==> src/verilog/ibo_pkg.sv <==
// constants shared by both ends of the interleaved pcm bus slot
// Function
// interleave channels, not frames, onto bus
// rate field picks bus speed, device count
// enable bit selects interleaved or single stream
// position field picks slot, first to eighth
// every device gets a distinct slot position
// clock source bit: tx pin or backplane
// software enables receive elastic stores first; no elastic stores exist here, the bench sets the enable bit directly
// no external tx frame sync into device
// unassigned bit seven written as zero
// drive receive bus only in own slots
package ibo_pkg;
  // ----------------------------------------
  // register map of the device
  // ----------------------------------------
  localparam logic [7:0] IBO_CFG_ADDR = 8'h1C;
  localparam logic [7:0] IBO_CFG_RESET = 8'h00;
  localparam int IBO_RSVD_BIT = 7;
  localparam int IBO_TCS_BIT = 6;
  localparam int IBO_RATE_HI = 5;
  localparam int IBO_RATE_LO = 4;
  localparam int IBO_EN_BIT = 3;
  localparam int IBO_POS_HI = 2;
  localparam int IBO_POS_LO = 0;

  // ----------------------------------------
  // host software register map
  // ----------------------------------------
  localparam logic [7:0] IBO_H_CTRL = 8'h00;
  localparam logic [7:0] IBO_H_CFG_WDATA = 8'h04;
  localparam logic [7:0] IBO_H_CFG_RDREQ = 8'h08;
  localparam logic [7:0] IBO_H_CFG_RDATA = 8'h0C;
  localparam logic [7:0] IBO_H_TX_BYTE = 8'h14;
  localparam logic [7:0] IBO_H_RX_BYTE = 8'h18;
  localparam int IBO_H_RUN_BIT = 0;
  localparam int IBO_H_RATE_LO = 1;
  localparam int IBO_H_RATE_HI = 2;

  // ----------------------------------------
  // frame geometry and timing
  // ----------------------------------------
  localparam int IBO_CNT_W = 11;
  localparam int IBO_BITS_PER_CH = 8;
  localparam int IBO_CH_PER_FRAME = 32;
  localparam longint IBO_CLK_HZ = 64'd250_000_000;
  localparam longint IBO_BASE_RATE_HZ = 64'd2_048_000;
  localparam logic [7:0] IBO_IDLE_BYTE = 8'hFF;

  typedef enum logic [1:0] {
    IBO_RATE_2M = 2'b00,
    IBO_RATE_4M = 2'b01,
    IBO_RATE_8M = 2'b10,
    IBO_RATE_16M = 2'b11
  } ibo_rate_t;

  // half period of the backplane clock in system clocks, rounded down
  function automatic logic [7:0] ibo_half_cnt(input logic [1:0] rate);
    longint hz;
    hz = IBO_BASE_RATE_HZ << rate;
    return 8'(IBO_CLK_HZ / (2 * hz));
  endfunction

  function automatic logic [2:0] ibo_slot_mask(input logic [1:0] rate);
    return 3'((4'h1 << rate) - 4'h1);
  endfunction

  function automatic logic [IBO_CNT_W-1:0] ibo_frame_last(input logic [1:0] rate);
    return IBO_CNT_W'(((IBO_BITS_PER_CH * IBO_CH_PER_FRAME) << rate) - 1);
  endfunction

  function automatic logic [4:0] ibo_chan_of(input logic [IBO_CNT_W-1:0] cnt,
                                             input logic [1:0] rate);
    logic [IBO_CNT_W-1:0] s;
    s = cnt >> (3 + rate);
    return s[4:0];
  endfunction
endpackage

==> src/verilog/ibo_if.sv <==
// pin bundle joining the device end and the backplane end
`timescale 1ns/1ps
`default_nettype none
interface ibo_if;
  logic [7:0] cfg_addr;
  logic [7:0] cfg_wdata;
  logic [7:0] cfg_rdata;
  logic cfg_wr;
  logic cfg_rd;
  logic bp_clk;
  logic frame_sync;
  logic tx_clk;
  logic tx_data;
  logic rx_d;
  logic rx_oe;
  logic rx_line;
  logic tx_fs;
  logic tx_fs_oe;

  // shared receive line idles high when nobody drives
  assign rx_line = rx_oe ? rx_d : 1'b1;

  modport dev (
    input cfg_addr, cfg_wdata, cfg_wr, cfg_rd, bp_clk, frame_sync, tx_clk, tx_data,
    output cfg_rdata, rx_d, rx_oe, tx_fs, tx_fs_oe
  );
  modport host (
    output cfg_addr, cfg_wdata, cfg_wr, cfg_rd, bp_clk, frame_sync, tx_clk, tx_data,
    input cfg_rdata, rx_line, tx_fs, tx_fs_oe
  );
endinterface
`default_nettype wire

==> src/verilog/ibo_device.sv <==
// transceiver end: config register, slot counting, rx drive, tx capture
//
// Decided for this implementation: strobed register access.
`timescale 1ns/1ps
`default_nettype none
module ibo_device
  import ibo_pkg::*;
(
  input wire logic clk,
  input wire logic rst_n,
  ibo_if.dev bus,
  input wire logic [7:0] rx_chan_data,
  output logic rx_chan_req,
  output logic [4:0] rx_chan_idx,
  output logic [7:0] tx_chan_data,
  output logic tx_chan_valid,
  output logic [4:0] tx_chan_idx,
  output logic [7:0] cfg_value
);
  // ----------------------------------------
  // configuration register
  // ----------------------------------------
  logic [6:0] cfg_q;
  logic [7:0] rdata_q;
  logic tcs;
  logic en;
  logic [1:0] rate;
  logic [2:0] pos;
  logic [1:0] eff_rate;

  always_ff @(posedge clk or negedge rst_n)
  begin
    if (!rst_n)
      cfg_q <= IBO_CFG_RESET[6:0];
    else if (bus.cfg_wr && bus.cfg_addr == IBO_CFG_ADDR)
      cfg_q <= bus.cfg_wdata[6:0];
  end

  // unassigned bit reads zero
  always_ff @(posedge clk or negedge rst_n)
  begin
    if (!rst_n)
      rdata_q <= 8'h00;
    else if (bus.cfg_rd && bus.cfg_addr == IBO_CFG_ADDR)
      rdata_q <= {1'b0, cfg_q};
    else
      rdata_q <= 8'h00;
  end
  assign bus.cfg_rdata = rdata_q;

  always_ff @(posedge clk or negedge rst_n)
  begin
    if (!rst_n)
      cfg_value <= IBO_CFG_RESET;
    else
      cfg_value <= {1'b0, cfg_q};
  end

  assign tcs = cfg_q[IBO_TCS_BIT];
  assign rate = cfg_q[IBO_RATE_HI:IBO_RATE_LO];
  assign en = cfg_q[IBO_EN_BIT];
  assign pos = cfg_q[IBO_POS_HI:IBO_POS_LO];
  // disabled means one plain stream
  assign eff_rate = en ? rate : IBO_RATE_2M;

  // ----------------------------------------
  // receive bus bit counter
  // ----------------------------------------
  logic bp_prev_q;
  logic bp_rise;
  logic [IBO_CNT_W-1:0] cnt_q;
  logic [IBO_CNT_W-1:0] cnt_d;
  logic [2:0] slot_d;
  logic mine_d;

  always_ff @(posedge clk or negedge rst_n)
  begin
    if (!rst_n)
      bp_prev_q <= 1'b0;
    else
      bp_prev_q <= bus.bp_clk;
  end
  assign bp_rise = bus.bp_clk && !bp_prev_q;

  // frame length follows rate field
  always_comb
  begin
    if (bus.frame_sync || cnt_q == ibo_frame_last(eff_rate))
      cnt_d = '0;
    else
      cnt_d = cnt_q + IBO_CNT_W'(1);
  end

  always_ff @(posedge clk or negedge rst_n)
  begin
    if (!rst_n)
      cnt_q <= '0;
    else if (bp_rise)
      cnt_q <= cnt_d;
  end

  // slot changes every channel byte
  assign slot_d = cnt_d[5:3] & ibo_slot_mask(eff_rate);
  // exclusive position keeps drives apart
  // compare slot to assigned position
  assign mine_d = (slot_d == pos) || (eff_rate == IBO_RATE_2M);

  // ----------------------------------------
  // receive bus drive
  // ----------------------------------------
  logic [7:0] rx_sh_q;
  logic rx_d_q;
  logic rx_oe_q;

  // drive only inside own slot
  always_ff @(posedge clk or negedge rst_n)
  begin
    if (!rst_n)
    begin
      rx_d_q <= 1'b1;
      rx_oe_q <= 1'b0;
      rx_sh_q <= IBO_IDLE_BYTE;
    end
    else if (bp_rise)
    begin
      rx_oe_q <= mine_d;
      if (mine_d && cnt_d[2:0] == 3'h0)
      begin
        rx_sh_q <= {rx_chan_data[6:0], 1'b1};
        rx_d_q <= rx_chan_data[7];
      end
      else if (mine_d)
      begin
        rx_sh_q <= {rx_sh_q[6:0], 1'b1};
        rx_d_q <= rx_sh_q[7];
      end
      else
        rx_d_q <= 1'b1;
    end
  end
  assign bus.rx_d = rx_d_q;
  assign bus.rx_oe = rx_oe_q;

  always_ff @(posedge clk or negedge rst_n)
  begin
    if (!rst_n)
    begin
      rx_chan_req <= 1'b0;
      rx_chan_idx <= 5'h00;
    end
    else
    begin
      rx_chan_req <= bp_rise && mine_d && cnt_d[2:0] == 3'h0;
      if (bp_rise && mine_d && cnt_d[2:0] == 3'h0)
        rx_chan_idx <= ibo_chan_of(cnt_d, eff_rate);
    end
  end

  // ----------------------------------------
  // transmit side
  // ----------------------------------------
  logic tx_prev_q;
  logic tx_edge;
  logic [IBO_CNT_W-1:0] tcnt_q;
  logic [IBO_CNT_W-1:0] tcnt_d;
  logic tmine;
  logic [7:0] tx_sh_q;
  logic tx_fs_q;

  always_ff @(posedge clk or negedge rst_n)
  begin
    if (!rst_n)
      tx_prev_q <= 1'b0;
    else
      tx_prev_q <= bus.tx_clk;
  end

  // pick transmit clock source
  assign tx_edge = tcs ? bp_rise : (bus.tx_clk && !tx_prev_q);

  // pin-clocked transmit free-runs; it has no bus-aligned sync to lock to
  always_comb
  begin
    if ((tcs && bus.frame_sync) || tcnt_q == ibo_frame_last(eff_rate))
      tcnt_d = '0;
    else
      tcnt_d = tcnt_q + IBO_CNT_W'(1);
  end

  always_ff @(posedge clk or negedge rst_n)
  begin
    if (!rst_n)
      tcnt_q <= '0;
    else if (tx_edge)
      tcnt_q <= tcnt_d;
  end

  assign tmine = ((tcnt_d[5:3] & ibo_slot_mask(eff_rate)) == pos)
                 || (eff_rate == IBO_RATE_2M);

  always_ff @(posedge clk or negedge rst_n)
  begin
    if (!rst_n)
    begin
      tx_sh_q <= 8'h00;
      tx_chan_data <= 8'h00;
      tx_chan_valid <= 1'b0;
      tx_chan_idx <= 5'h00;
    end
    else
    begin
      tx_chan_valid <= 1'b0;
      if (tx_edge && tmine)
      begin
        tx_sh_q <= {tx_sh_q[6:0], bus.tx_data};
        if (tcnt_d[2:0] == 3'h7)
        begin
          tx_chan_data <= {tx_sh_q[6:0], bus.tx_data};
          tx_chan_valid <= 1'b1;
          tx_chan_idx <= ibo_chan_of(tcnt_d, eff_rate);
        end
      end
    end
  end

  // sync pin is an output while the enable bit is set
  always_ff @(posedge clk or negedge rst_n)
  begin
    if (!rst_n)
      tx_fs_q <= 1'b0;
    else if (tx_edge)
      tx_fs_q <= tcnt_d == '0;
  end
  assign bus.tx_fs = tx_fs_q;
  assign bus.tx_fs_oe = en;
endmodule
`default_nettype wire

==> src/flat_wrapper.sv <==
// flat-port wrapper written by rule: the top's interface ports become plain ports
module ibo_device_flat import ibo_pkg::*;
  (clk, rst_n, rx_chan_data, rx_chan_req, rx_chan_idx, tx_chan_data, tx_chan_valid, tx_chan_idx, cfg_value, bus_cfg_addr, bus_cfg_wdata, bus_cfg_wr, bus_cfg_rd, bus_bp_clk, bus_frame_sync, bus_tx_clk, bus_tx_data, bus_cfg_rdata, bus_rx_d, bus_rx_oe, bus_tx_fs, bus_tx_fs_oe);
  ibo_if bus_i ();
  input wire logic clk;
  input wire logic rst_n;
  input wire logic [7:0] rx_chan_data;
  output logic rx_chan_req;
  output logic [4:0] rx_chan_idx;
  output logic [7:0] tx_chan_data;
  output logic tx_chan_valid;
  output logic [4:0] tx_chan_idx;
  output logic [7:0] cfg_value;
  input wire logic [$bits(bus_i.cfg_addr)-1:0] bus_cfg_addr;
  input wire logic [$bits(bus_i.cfg_wdata)-1:0] bus_cfg_wdata;
  input wire logic [$bits(bus_i.cfg_wr)-1:0] bus_cfg_wr;
  input wire logic [$bits(bus_i.cfg_rd)-1:0] bus_cfg_rd;
  input wire logic [$bits(bus_i.bp_clk)-1:0] bus_bp_clk;
  input wire logic [$bits(bus_i.frame_sync)-1:0] bus_frame_sync;
  input wire logic [$bits(bus_i.tx_clk)-1:0] bus_tx_clk;
  input wire logic [$bits(bus_i.tx_data)-1:0] bus_tx_data;
  output wire logic [$bits(bus_i.cfg_rdata)-1:0] bus_cfg_rdata;
  output wire logic [$bits(bus_i.rx_d)-1:0] bus_rx_d;
  output wire logic [$bits(bus_i.rx_oe)-1:0] bus_rx_oe;
  output wire logic [$bits(bus_i.tx_fs)-1:0] bus_tx_fs;
  output wire logic [$bits(bus_i.tx_fs_oe)-1:0] bus_tx_fs_oe;
  assign bus_i.cfg_addr = bus_cfg_addr;
  assign bus_i.cfg_wdata = bus_cfg_wdata;
  assign bus_i.cfg_wr = bus_cfg_wr;
  assign bus_i.cfg_rd = bus_cfg_rd;
  assign bus_i.bp_clk = bus_bp_clk;
  assign bus_i.frame_sync = bus_frame_sync;
  assign bus_i.tx_clk = bus_tx_clk;
  assign bus_i.tx_data = bus_tx_data;
  assign bus_cfg_rdata = bus_i.cfg_rdata;
  assign bus_rx_d = bus_i.rx_d;
  assign bus_rx_oe = bus_i.rx_oe;
  assign bus_tx_fs = bus_i.tx_fs;
  assign bus_tx_fs_oe = bus_i.tx_fs_oe;
  ibo_device u_core (.clk(clk), .rst_n(rst_n), .bus(bus_i), .rx_chan_data(rx_chan_data), .rx_chan_req(rx_chan_req), .rx_chan_idx(rx_chan_idx), .tx_chan_data(tx_chan_data), .tx_chan_valid(tx_chan_valid), .tx_chan_idx(tx_chan_idx), .cfg_value(cfg_value));
endmodule
==> config.mk <==
export PLATFORM = sky130hd
export DESIGN_NAME = ibo_device_flat
export DESIGN_NICKNAME = d
export VERILOG_FILES = /design/src/verilog/ibo_pkg.sv /design/src/verilog/ibo_if.sv /design/src/verilog/ibo_device.sv /design/src/flat_wrapper.sv
export SDC_FILE = /design/constraint.sdc
export NUM_CORES = 1
export LEC_CHECK = 0
export BUFFER_PORTS_ARGS = -buffer_cell sky130_fd_sc_hd__clkbuf_2
export CAP_MARGIN = 20
export CORE_AREA = 2 2 147 106
export CTS_BUF_LIST = sky130_fd_sc_hd__clkbuf_16
export CTS_CLUSTER_SIZE = 25
export DETAILED_ROUTE_END_ITERATION = 16
export DIE_AREA = 0 0 149 108
export MAX_ROUTING_LAYER = met4
export PLACE_DENSITY = 0.55
export SYNTH_ARGS = -nofsm -noshare
export SYNTH_HDL_FRONTEND = slang
export SYNTH_SLANG_ARGS = --single-unit
==> constraint.sdc <==
create_clock -name clk -period 5.4 [get_ports clk]
set_clock_uncertainty 0.15 [all_clocks]
set_input_delay 1.08 -clock clk [delete_from_list [all_inputs] [get_ports clk]]
set_output_delay 1.08 -clock clk [all_outputs]
set_load 0.005 [all_outputs]
==> out/metrics.cfg <==
[status]
status=finished clean

[critical_path]
cp.arrival_ps=3470
crit_fanout=21
cp_data_required_time_ps=5480
endpoint_kind=flop
critPathMaxStageDelay_ps=810
cpMaxStageDelayCell=dfrtp_1
path_cells=nand3_1, nor4_4, a2111oi_0, a221oi_1, o21ai_0, nor2_2, mux2_2
start_kind=flop
critical_path_class=flop to flop

[timing]
rsz0062_at_grt=no
post-route-period-util_pct=62.88
fin_ws_ps=2004
setup_tns_ps=0
hold_ws_ps=321.9
setup_violations=0
max_slew_margin_pct=35.81
fmax_ghz=0.2945
max_slew.worst_pin.slew_ps=954.1
final_max_slew_viol_count=0
fin_crit_ps=3396
hold_violations=0

[route]
antenna_left=0
vias_per_cell=4.910
vias=3324
firstDrtPassIters=5
drt_iter0_drc=317
routed_wl_mm=10.27
drc_errors=0
routedWlPerCell_um=15.17

[clock_tree]
clock_tree.buffer_depth=2
path_clk_slew_ps=60
cts_tree=done
cts_max_level=3
cts-hold-fix-buffers=0
cts.repair.resized=0
cts_setup_buffers=0
cts_made_buffers=9
clkSinkCount=82
clock-root-buffer=clkbuf_16
clk_latency_ps=340

[floorplan]
ioPinCount=72
die-width_um=149
row_count=37
die_h_um=108
start_util_pct=29.73
fp.dieArea_um2=16090
design.core.area_um2=14540

[synth]
synth-seq-cells=82
synth-edff-count=0
ys_types=68
synth_warnings=0
synth.avg_cell_area_um2=10.36
synth_top_cells_by_count=dfrtp_1 (74), nand2_1 (53), mux2_2 (37), o21ai_0 (33), nor2_1 (17)
async_flop_share_pct=100.0
ys.flop_type=dfrtp_1
yosysSeqAreaShare_pct=47.71
synth_area_leaders=dfrtp_1 (43%), mux2_2 (9.6%), dfstp_2 (4.9%)
yosysTopAreaCell=dfrtp_1
synth_cells=417
synth_top_area_share_pct=42.85
yosysMostFrequentCell=dfrtp_1
syn_area_um2=4322

[place]
placed_cell_area_um2=4813
pre_cts_ws_ps=1684
port_buffers=68
place_inst=661
gp_congestion=0.8897
post-dp-hpwl_mm=7.419

[layout]
diodes=0
postLayoutCoreUtil_pct=35.19
drive_gt1_share_pct=31.33
final_cells=677
design_area_um2=5115
num-nets-final=511
syn_to_final_growth_pct=18.36

[power]
p_leak_nw=2.295
powerDensity_nw_per_um2=373.4
p_total_mw=1.910
irDropWorstVdd_mv=0.1885

[grt]
grt_max_degree=53
groute.usage.overall_pct=13.88
first_global_vias=3224
grt_pass1_wl_mm=16.92
antenna_found_initial=0
grt_overflow_total=0

[hold_path]
hold_path_class=flop to flop

[job]
cap_violations=0

registers in the layout, summed over array words and instances, names as in the netlist:
name,flops
u_core.cnt_q,11
u_core.tcnt_q,11
u_core.tx_chan_data,8
u_core.bus.cfg_rdata,7
u_core.cfg_q,7
u_core.cfg_value,7
u_core.rx_sh_q,7
u_core.tx_sh_q,7
u_core.rx_chan_idx,5
u_core.tx_chan_idx,5
u_core.bp_prev_q,1
u_core.bus.rx_d,1
u_core.bus.rx_oe,1
u_core.bus.tx_fs,1
u_core.rx_chan_req,1
u_core.tx_chan_valid,1
u_core.tx_prev_q,1
area by class of cell:
class,count,area [um^2]
repair buffers,71,365.4
fillers,1480,9422
clock buffers,9,225.2
well taps,195,244.0
clock inverters,7,76.32
inverters,8,30.03
multi-input cells,305,2112
flip-flops and latches,82,2062
power by group:
group | switching (mW) | total (mW) | leakage, nW | internal (mW)
logic | 0.208 | 0.428 | 1.09 | 0.220
registers | 0.117 | 0.867 | 1.06 | 0.750
clock network | 0.254 | 0.616 | 0.148 | 0.362
metal layers:
layer / vias up / track usage [%] / share of wire (%)
met2: 124 / 17.31 / 38
met3: 19 / 3.122 / 6.7
li1: 1621 / - / -
met5: - / - / 0
met4: 0 / 4.150 / 1.7
met1: 1560 / 21.66 / 54
cells in the final DEF (no fill, tap or decap), types with 9 or more instances in the layout:
| master | count |
|---|---|
| xnor2_1 | 11 |
| mux2_2 | 37 |
| nor3_1 | 16 |
| dfrtp_1 | 74 |
| o21ai_0 | 33 |
| nand3_1 | 16 |
| nor2_1 | 17 |
| clkbuf_2 | 67 |
| nand2_1 | 53 |
| a21oi_1 | 14 |
| clkbuf_16 | 9 |
final timing paths:
check	from	endpoint	slack, ps	depth (start not counted)
max in group asynchronous	rst_n	u_core.rx_sh_q[5]	3600	2
worst max-delay path	u_core.cfg_q[4]	u_core.rx_chan_idx[1]	2000	7
min in group asynchronous	rst_n	u_core.cfg_value[2]	610	1
worst max register to register	u_core.cfg_q[4]	u_core.rx_chan_idx[1]	2000	7
worst min register to register	u_core.rx_sh_q[1]	u_core.rx_sh_q[1]	320	2
worst min-delay path	u_core.rx_sh_q[1]	u_core.rx_sh_q[1]	320	2
cells by family (layout without fill, tap and decap cells):
logic type | after synthesis | count (layout) | share of synthesized area [%]
muxes | 50 | 50 | 13.52
other | 1 | 2 | 0.08677
buffers and inverters | 31 | 95 | 3.503
adders and majority gates | 2 | 2 | 0.5789
and+or+nand+nor | 152 | 152 | 18.53
AOI/OAI and AO/OA | 83 | 83 | 12.83
xor gates and xnor gates | 16 | 16 | 3.243
DFF | 82 | 82 | 47.71
worst max-delay path, delay by kind of cell (launching register included):
family,cells,cell delay [ps]
flip-flops,1,810
AO/OA/AOI/OAI,3,750
AND/OR/NAND/NOR,3,1190
multiplexers,1,360
No activity file was read; power rests on OpenSTA's default activity.
